<file path="src/rtl/aacd_pkg.sv">
// Package for the audio converter clock divider and configuration block.
// Assumes a byte-wide register port already decoded from the control bus.
package aacd_pkg;
   // ----------------------------------------
   // Register offsets (page 0)
   // ----------------------------------------
   localparam logic [7:0] OFS_PLL_FRACTION_HIGH = 8'h07;
   localparam logic [7:0] OFS_PLL_FRACTION_LOW = 8'h08;
   localparam logic [7:0] OFS_CONVERTER_DIV = 8'h12;
   localparam logic [7:0] OFS_MODULATOR_DIV = 8'h13;
   localparam logic [7:0] OFS_OVERSAMPLING = 8'h14;
   localparam logic [7:0] OFS_FILTER_INSTR = 8'h15;
   localparam logic [7:0] OFS_FILTER_DECIM = 8'h16;
   localparam logic [7:0] OFS_CLOCK_OUT_SRC = 8'h19;
   // ----------------------------------------
   // Reset values
   // ----------------------------------------
   localparam logic [7:0] RST_PLL_FRACTION_HIGH = 8'h00;
   localparam logic [7:0] RST_PLL_FRACTION_LOW = 8'h00;
   localparam logic [7:0] RST_DIVIDER = 8'h01;
   localparam logic [7:0] RST_OVERSAMPLING = 8'h80;
   localparam logic [7:0] RST_FILTER_INSTR = 8'h80;
   localparam logic [3:0] RST_FILTER_DECIM = 4'h4;
   localparam logic [2:0] RST_CLOCK_OUT_SRC = 3'h0;
   // ----------------------------------------
   // Field layouts and masks
   // ----------------------------------------
   localparam int DIV_POWER_BIT = 7;
   localparam logic [7:0] FRACTION_HIGH_MASK = 8'h3F;
   localparam logic [7:0] READ_UNDEFINED = 8'h00;
   // ----------------------------------------
   // Clock output source codes
   // ----------------------------------------
   typedef enum logic [2:0] {
      AACD_SRC_MASTER_PIN = 3'h0,
      AACD_SRC_BIT_CLOCK_PIN = 3'h1,
      AACD_SRC_PLL = 3'h3,
      AACD_SRC_CONVERTER = 3'h6,
      AACD_SRC_MODULATOR = 3'h7
   } aacd_src_t;
   // ----------------------------------------
   // Register request carrier, write and read
   // ----------------------------------------
   typedef struct packed {
      logic wr;
      logic rd;
      logic [7:0] addr;
      logic [7:0] wdata;
   } aacd_req_t;
   // ----------------------------------------
   // Decoded configuration seen by the clock tree
   // ----------------------------------------
   typedef struct packed {
      logic [13:0] pll_fraction_value;
      logic [8:0] oversampling_ratio;
      logic [8:0] filter_instruction_count;
      logic [4:0] decimation_ratio;
      logic [2:0] clock_output_divider_input;
   } aacd_cfg_t;
endpackage

</file>
<file path="src/rtl/aacd_top.sv">
// Register file and converter/modulator clock dividers of the audio converter clock tree.
// Assumes the control bus front end has selected page 0 and presents single-cycle strobes;
// the divider source clocks arrive as one-cycle enable pulses on clk_i.
//
// What this block does
// - Fraction high byte holds bits 13..8 in six low bits; top two reserved.
// - Fraction low byte holds bits 7..0 and resets to zero.
// - High byte takes effect only when low byte is the very next write.
// - Converter divider bit 7 powers it: 0 down, 1 up; reset down.
// - Converter divider divides by field, zero means 128; resets to 1.
// - Modulator divider bit 7 powers it: 0 down, 1 up; reset down.
// - Modulator divider divides by field, zero means 128; resets to 1.
// - Oversampling ratio 8 bits, zero means 256; resets to 128.
// - Filter instruction count is twice the field; zero reserved; reset 256.
// - Decimation ratio 4 bits, zero means 16, reset 4; upper nibble reads zero.
// - Clock output source select: three bits, five valid codes, reset 000.
`timescale 1ns/10ps
module aacd_top #(
   parameter int DIV_WIDTH = 7
) (
   input wire logic clk_i,
   input wire logic rst_i,
   input wire aacd_pkg::aacd_req_t req_i,
   input wire logic converter_src_en_i,
   input wire logic modulator_src_en_i,
   output logic [7:0] rdata_o,
   output logic rvalid_o,
   output aacd_pkg::aacd_cfg_t cfg_o,
   output logic converter_clk_en_o,
   output logic modulator_clock_en_o
);
   // ----------------------------------------
   // Register storage
   // ----------------------------------------
   logic [7:0] frac_high_reg;
   logic [7:0] frac_high_pend_reg;
   logic [7:0] frac_low_reg;
   logic high_pending_reg;
   logic [7:0] conv_div_reg;
   logic [7:0] mod_div_reg;
   logic [7:0] osr_reg;
   logic [7:0] instr_reg;
   logic [3:0] decim_reg;
   logic [2:0] src_reg;
   logic wr_high;
   logic wr_low;

   assign wr_high = req_i.wr && (req_i.addr == aacd_pkg::OFS_PLL_FRACTION_HIGH);
   assign wr_low = req_i.wr && (req_i.addr == aacd_pkg::OFS_PLL_FRACTION_LOW);

   // ----------------------------------------
   // Fractional multiplier, ordered two-byte load
   // ----------------------------------------
   always_ff @(posedge clk_i)
   begin
      if (rst_i)
      begin
         frac_high_pend_reg <= aacd_pkg::RST_PLL_FRACTION_HIGH;
         frac_high_reg <= aacd_pkg::RST_PLL_FRACTION_HIGH;
         frac_low_reg <= aacd_pkg::RST_PLL_FRACTION_LOW;
         high_pending_reg <= 1'b0;
      end
      else if (req_i.wr)
      begin
         // Any write other than the low byte drops a pending high byte
         high_pending_reg <= wr_high;
         if (wr_high)
         begin
            frac_high_pend_reg <= req_i.wdata & aacd_pkg::FRACTION_HIGH_MASK;
         end
         if (wr_low)
         begin
            frac_low_reg <= req_i.wdata;
            // Low byte applies at once; the high byte only if it was the last write
            if (high_pending_reg)
            begin
               frac_high_reg <= frac_high_pend_reg;
            end
         end
      end
   end

   // ----------------------------------------
   // Divider and filter configuration registers
   // ----------------------------------------
   always_ff @(posedge clk_i)
   begin
      if (rst_i)
      begin
         conv_div_reg <= aacd_pkg::RST_DIVIDER;
         mod_div_reg <= aacd_pkg::RST_DIVIDER;
         osr_reg <= aacd_pkg::RST_OVERSAMPLING;
         instr_reg <= aacd_pkg::RST_FILTER_INSTR;
         decim_reg <= aacd_pkg::RST_FILTER_DECIM;
         src_reg <= aacd_pkg::RST_CLOCK_OUT_SRC;
      end
      else if (req_i.wr)
      begin
         case (req_i.addr)
            aacd_pkg::OFS_CONVERTER_DIV: conv_div_reg <= req_i.wdata;
            aacd_pkg::OFS_MODULATOR_DIV: mod_div_reg <= req_i.wdata;
            aacd_pkg::OFS_OVERSAMPLING: osr_reg <= req_i.wdata;
            aacd_pkg::OFS_FILTER_INSTR: instr_reg <= req_i.wdata;
            aacd_pkg::OFS_FILTER_DECIM: decim_reg <= req_i.wdata[3:0];
            aacd_pkg::OFS_CLOCK_OUT_SRC: src_reg <= req_i.wdata[2:0];
            default: ;
         endcase
      end
   end

   // ----------------------------------------
   // Read-back
   // ----------------------------------------
   always_ff @(posedge clk_i)
   begin
      if (rst_i)
      begin
         rdata_o <= 8'h00;
         rvalid_o <= 1'b0;
      end
      else
      begin
         rvalid_o <= req_i.rd;
         if (req_i.rd)
         begin
            case (req_i.addr)
               aacd_pkg::OFS_PLL_FRACTION_HIGH: rdata_o <= frac_high_reg;
               aacd_pkg::OFS_PLL_FRACTION_LOW: rdata_o <= frac_low_reg;
               aacd_pkg::OFS_CONVERTER_DIV: rdata_o <= conv_div_reg;
               aacd_pkg::OFS_MODULATOR_DIV: rdata_o <= mod_div_reg;
               aacd_pkg::OFS_OVERSAMPLING: rdata_o <= osr_reg;
               aacd_pkg::OFS_FILTER_INSTR: rdata_o <= instr_reg;
               aacd_pkg::OFS_FILTER_DECIM: rdata_o <= {4'h0, decim_reg};
               aacd_pkg::OFS_CLOCK_OUT_SRC: rdata_o <= {5'h00, src_reg};
               default: rdata_o <= aacd_pkg::READ_UNDEFINED;
            endcase
         end
      end
   end

   // ----------------------------------------
   // Decoded configuration outputs
   // ----------------------------------------
   always_ff @(posedge clk_i)
   begin
      if (rst_i)
      begin
         cfg_o <= '0;
      end
      else
      begin
         cfg_o.pll_fraction_value <= {frac_high_reg[5:0], frac_low_reg};
         cfg_o.oversampling_ratio <= (osr_reg == 8'h00) ? 9'h100 : {1'b0, osr_reg};
         cfg_o.filter_instruction_count <= {instr_reg, 1'b0};
         cfg_o.decimation_ratio <= (decim_reg == 4'h0) ? 5'h10 : {1'b0, decim_reg};
         cfg_o.clock_output_divider_input <= src_reg;
      end
   end

   // ----------------------------------------
   // Converter and modulator dividers
   // ----------------------------------------
   logic [1:0] src_en;
   logic [1:0] div_en_pulse;
   logic [7:0] div_cfg [2];

   assign src_en = {modulator_src_en_i, converter_src_en_i};
   assign div_cfg[0] = conv_div_reg;
   assign div_cfg[1] = mod_div_reg;

   for (genvar g = 0; g < 2; g++)
   begin : g_div
      logic [DIV_WIDTH-1:0] cnt_reg;
      logic pulse_reg;
      logic powered;
      logic [DIV_WIDTH-1:0] last;
      assign powered = div_cfg[g][aacd_pkg::DIV_POWER_BIT];
      // Field zero wraps to all ones, a divide by 128
      assign last = div_cfg[g][DIV_WIDTH-1:0] - 1'b1;
      always_ff @(posedge clk_i)
      begin
         if (rst_i)
         begin
            cnt_reg <= '0;
            pulse_reg <= 1'b0;
         end
         else if (!powered)
         begin
            // Count is held so a re-powered divider resumes where it stopped
            pulse_reg <= 1'b0;
         end
         else if (src_en[g])
         begin
            if (cnt_reg >= last)
            begin
               cnt_reg <= '0;
               pulse_reg <= 1'b1;
            end
            else
            begin
               cnt_reg <= cnt_reg + 1'b1;
               pulse_reg <= 1'b0;
            end
         end
         else
         begin
            pulse_reg <= 1'b0;
         end
      end
      assign div_en_pulse[g] = pulse_reg;
   end

   assign converter_clk_en_o = div_en_pulse[0];
   assign modulator_clock_en_o = div_en_pulse[1];
endmodule

</file>
<file path="config.mk">
export PLATFORM = sky130hd
export DESIGN_NAME = aacd_top
export DESIGN_NICKNAME = d
export VERILOG_FILES = /design/src/rtl/aacd_pkg.sv /design/src/rtl/aacd_top.sv
export SDC_FILE = /design/constraint.sdc
export NUM_CORES = 1
export LEC_CHECK = 0
export BUFFER_PORTS_ARGS = -buffer_cell sky130_fd_sc_hd__buf_4
export CORE_MARGIN = 5
export CORE_UTILIZATION = 46
export DETAILED_ROUTE_END_ITERATION = 12
export MAX_ROUTING_LAYER = met4
export PLACE_DENSITY = 0.63
export SYNTH_ARGS = -nofsm -noshare
export SYNTH_HDL_FRONTEND = slang
export SYNTH_SLANG_ARGS = --single-unit
</file>
<file path="constraint.sdc">
create_clock -name clk_i -period 5.2 [get_ports clk_i]
set_input_delay 1.04 -clock clk_i [delete_from_list [all_inputs] [get_ports clk_i]]
set_output_delay 1.04 -clock clk_i [all_outputs]
set_load 0.02 [all_outputs]
</file>
# ---- Word level (Yosys, flattened, before mapping)
# Cells that the tools add are included.
dict set report totals {
  romBits 0
  output_inout_bits 51
  reg_bits 125
  mem_count 0
  latch_bits 0
  mem_bits_rw 0
}
dict set report classes {
  n_div 0
  n_mux 7
  add_sub_neg 4
  n_eq_ne 8
  mul 0
  bitwise 4
  magnitude_cmp 2
  reduce_logical 19
  n_shift 0
}
# operator count
set op_table {}
lappend op_table {{$pmux W8 S8} 1}
lappend op_table {{$eq A8 B5 Y1 const B} 6}
lappend op_table {{$reduce_and A2 Y1} 10}
lappend op_table {{$add A7 B1 Y7 const B} 2}
lappend op_table {{$ge A7 B7 Y1} 2}
lappend op_table {{$mux W7} 2}
lappend op_table {{$sub A7 B1 Y7 const B} 2}
lappend op_table {{$mux W9} 1}
lappend op_table {{$eq A8 B3 Y1 const B} 1}
lappend op_table {{$eq A8 B4 Y1 const B} 1}
lappend op_table {{$logic_not A8 Y1} 1}
lappend op_table {{$reduce_or A3 Y1} 2}
lappend op_table {{$mux W5} 1}
lappend op_table {{$logic_not A4 Y1} 1}
lappend op_table {{$not A1 Y1} 4}
lappend op_table {{$reduce_or A2 Y1} 2}
lappend op_table {{$reduce_and A3 Y1} 1}
lappend op_table {{$logic_and A1 B1 Y1} 2}
lappend op_table {{$mux W1} 2}

# ---- Logic depth before layout (Yosys ltp)
dict set report logic_depth {
  word_depth 3
  ltp_mapped 10
  ltp_nobuf 10
}

# ---- Worst setup path before layout
# No wires, ideal clock.
dict set report synth_timing {
  path_type {in2reg}
  start {input port req_i[13] (netlist bit)}
  end {register decim_reg[2]}
  n_path_buf 1
  t_arrival_ps 2504
  slack_ps 2576
  required_ps 5080
  cell_stages 4
  path_cell_list {or4b_4 > or4_1 > buf_2 > a211o_1}
}
dict set report synth_via {
  elab_chain_cells 2
}
# item line_no
set synth_lines {}
lappend synth_lines {{start, declared} aacd_top.sv:23} ;# input wire aacd_pkg::aacd_req_t req_i,
lappend synth_lines {{$eq A8 B5 Y1} aacd_top.sv:99} ;# case (req_i.addr)
lappend synth_lines {{$reduce_and A2 Y1 (no line)} -}
lappend synth_lines {{end signal, assigned} aacd_top.sv:94} ;# decim_reg <= aacd_pkg::RST_FILTER_DECIM;
lappend synth_lines {{end signal, assigned} aacd_top.sv:104} ;# aacd_pkg::OFS_FILTER_DECIM: decim_reg <= req_i.wdata[3:0];
lappend synth_lines {{end, declared} aacd_top.sv:43} ;# logic [3:0] decim_reg;
# No other way between the ends.
# A chain may end at the register's enable or synchronous reset.

# ---- Final worst setup path
dict set report layout_timing {
  start {input port req_i[13] (netlist bit)}
  end {register conv_div_reg[0]}
}
dict set report layout_via {
  elab_chain_cells 2
}
# item line_no
set layout_lines {}
lappend layout_lines {{$eq A8 B5 Y1} aacd_top.sv:99}
lappend layout_lines {{$reduce_and A2 Y1 (no line)} -}
lappend layout_lines {{end signal, assigned} aacd_top.sv:90} ;# conv_div_reg <= aacd_pkg::RST_DIVIDER;
lappend layout_lines {{end signal, assigned} aacd_top.sv:100} ;# aacd_pkg::OFS_CONVERTER_DIV: conv_div_reg <= req_i.wdata;
lappend layout_lines {{end, declared} aacd_top.sv:39} ;# logic [7:0] conv_div_reg;
# No other way between the ends.

==> metrics.md <==
| Metric | Value |
|---|---|
| Layout Utilization | `56.5%` |
| DR vias/cell | `5.43` |
| Final hold viol count | `0` |
| Most instantiated cells after synthesis | `dfxtp_1 (124), nand2_1 (50), nor2_1 (43), nor2b_1 (43), mux2i_1 (34)` |
| Number of cells in the finished layout apart from fillers | `770` |
| Largest net degree at the start of global routing | `74` |
| P&R area growth vs syn | `21.6%` |
| N_diodes | `0` |
| Initial antenna violation count | `0` |
| CTS root buf | `clkbuf_16` |
| Area share of the largest cell type after synthesis | `47.4%` |
| Logic pwr share | `3.7%` |
| Power per cell area | `329 mW/mm^2` |
| Buffers on Ports | `71` |
| Tmin final | `3.05 ns` |
| WP data arrival | `3.36 ns` |
| DIE HEIGHT | `117 um` |
| Period utilisation layout | `58.6%` |
| Max-Cap Viols | `0` |
| Num rows | `39` |
| CTS tree | `built` |
| GRT overflow | `0` |
| Core Area | `0.0113 mm^2` |
| Setup_tns | `0 ns` |
| Final setup violation count | `0` |
| Routed via count | `4178` |
| Register area share after synthesis | `47.4%` |
| Syn Area/Cell | `9.38 um^2` |
| VDD IR max | `0.230 mV` |
| Synth Register Bits | `124` |
| Post-synth EDFFs | `0` |
| Global-route wire length before repair | `20000 um` |
| Max FO, Critical Path | `12` |
| DRC | `0` |
| Status | `finished, final reports clean` |
| Num ports | `73` |
| Starting density of the core | `46.4%` |
| DP Cell Count | `738` |
| Global Route Usage Sum | `20.0%` |
| First-pass DRT Iterations | `7` |
| Syn_nets | `598` |
| Least-Margin Pin Slew | `1.02 ns` |
| Post-DP HPWL | `8910 um` |
| WL/cell | `16.6 um` |
| Distinct cells, synth | `47` |
| Total die area | `0.0136 mm^2` |
| DP Area | `0.00581 mm^2` |
| H-tree depth | `4` |
| Yosys warns | `0` |
| Register share of total power | `45.5%` |
| Drt total wl | `12800 um` |
| Clock Skews | `0.00564 ns` |
| CTS Buffer Depth | `2` |
| Clock Power Share | `50.8%` |
| CTS Hold Bufs | `0` |
| Drt first-iter violations | `280` |
| Sw Share | `23.1%` |
| Post-CTS setup buffers | `0` |
| Switching power | `0.485 mW` |
| Share of post-route cells with drive strength above 1 | `18.0%` |
| Cts repair resizes | `0` |
| Final nets | `654` |
| Leading area contributor after synthesis | `dfxtp_1` |
| Top-count cell post-synth | `dfxtp_1` |
| Cells after Synth | `558` |
| Clk sinks | `124` |
| Asr flop ratio synth | `0%` |
| Cts bufs inserted | `17` |
| Final Max Tran Viols | `0` |
| Worst-Skew Late Latency | `0.42 ns` |
| Most common flop cell mapped by yosys | `dfxtp_1` |
| Synth area leaders | `dfxtp_1 (47%), mux2i_1 (6.5%), nor2b_1 (5.1%)` |
| Slew margin rel. | `32.0%` |
| Post-route cell area | `0.00636 mm^2` |
| RSZ-0062 raised after global routing | `no` |
| Worst hold path type | `reg -> reg` |
| Critical Path End Type | `flip-flop` |
| Die span in x | `117 um` |
| Lkg Pwr | `2.57 nW` |
| Worst reg-to-reg setup slack | `2.83 ns` |
| Max FFs per register | `39` |
| Number of global-route vias before repair | `3879` |
| Clk pin slew, worst setup/hold paths | `0.06 ns` |
| Fmax | `328 MHz` |
| Routability cong. | `0.827` |
| Routed Antenna Nets | `0` |
| Mapped Area | `0.00523 mm^2` |
| Internal power | `1.61 mW` |
| Worst path required time | `5.51 ns` |
| Hold Crit Depth | `1` |
| Register-to-Register Path Depth | `10` |
| Setup CP Type | `in -> reg` |
| Startpoint Class | `input pin` |
-- power groups by stage --
stage / combinational, mW / sequential (mW) / clock, mW
after floorplan: 0.0423 / 0.977 / 0
after global placement: 0.0772 / 0.974 / 0
after detailed placement: 0.0774 / 0.974 / 0
final: 0.0783 / 0.954 / 1.06
after global routing: 0.0833 / 0.954 / 1.14
after CTS: 0.0778 / 0.954 / 1.09
-- per-layer routing --
layer | track usage, % | vias to the layer above | part of all wire, %
met5 | - | - | 0
met4 | 7.19 | 0 | 1.7
met3 | 5.44 | 20 | 6.7
met2 | 29.9 | 139 | 47
met1 | 26.0 | 1951 | 45
li1 | - | 2068 | -
-- final timing paths --
kind                                from                                to
max                            req_i[13]      conv_div_reg[0]$_SDFFE_PP1P_
min            decim_reg[3]$_SDFFE_PP0P_               cfg_o[7]$_SDFF_PP0_
max reg2reg  mod_div_reg[0]$_SDFFE_PP1P_  g_div[1].cnt_reg[5]$_SDFFE_PP0P_
min reg2reg    decim_reg[3]$_SDFFE_PP0P_               cfg_o[7]$_SDFF_PP0_
-- per-stage QoR --
step           setup slack, ns  hold WS (ns)  power, mW
4_1_cts                   2.20         0.464       2.12
5_1_grt                   2.01         0.486       2.18
3_3_place_gp              1.85         0.449       1.05
2_1_floorplan             2.58         0.418       1.02
6_report                  2.15         0.461       2.10
3_5_place_dp              1.78         0.452       1.05
-- cells in the final DEF, fill, tap and decap left out, types with 9 or more instances in the layout --
master	instances
xnor2_1	10
buf_4	73
a211oi_1	13
ha_1	18
inv_1	9
a22oi_1	17
nand2_1	50
nor3_1	9
nor2_1	43
nor2b_1	43
o21ai_0	13
a21oi_1	32
nand3_1	28
clkbuf_16	17
mux2i_1	34
dfxtp_1	124
xor2_1	11
-- layout make-up --
class | count | area (um^2)
fill | 1004 | 4910
sequential | 124 | 2480
clock inverter | 12 | 93.8
timing repair buffer | 73 | 548
inverter | 9 | 33.8
multi-input combinational | 389 | 2570
clock buffer | 20 | 457
tap | 143 | 179
-- worst max-delay path, cell delays in order --
cell and delay, ns:
buf_4 0.12, or4b_4 0.58, nor2_1 0.63, nand3b_1 0.55, a211o_1 0.43
-- logic make-up after synthesis --
| kind of cell | share of synthesized area (%) |
|---|---|
| simple gates | 21.5 |
| compound gates | 12.3 |
| mux | 7.36 |
| flops | 47.4 |
| fa+ha+maj | 4.30 |
| other cells | 0.0717 |
| buf+inv | 3.47 |
| xor+xnor | 3.51 |
(Power assumes the default switching activity.)
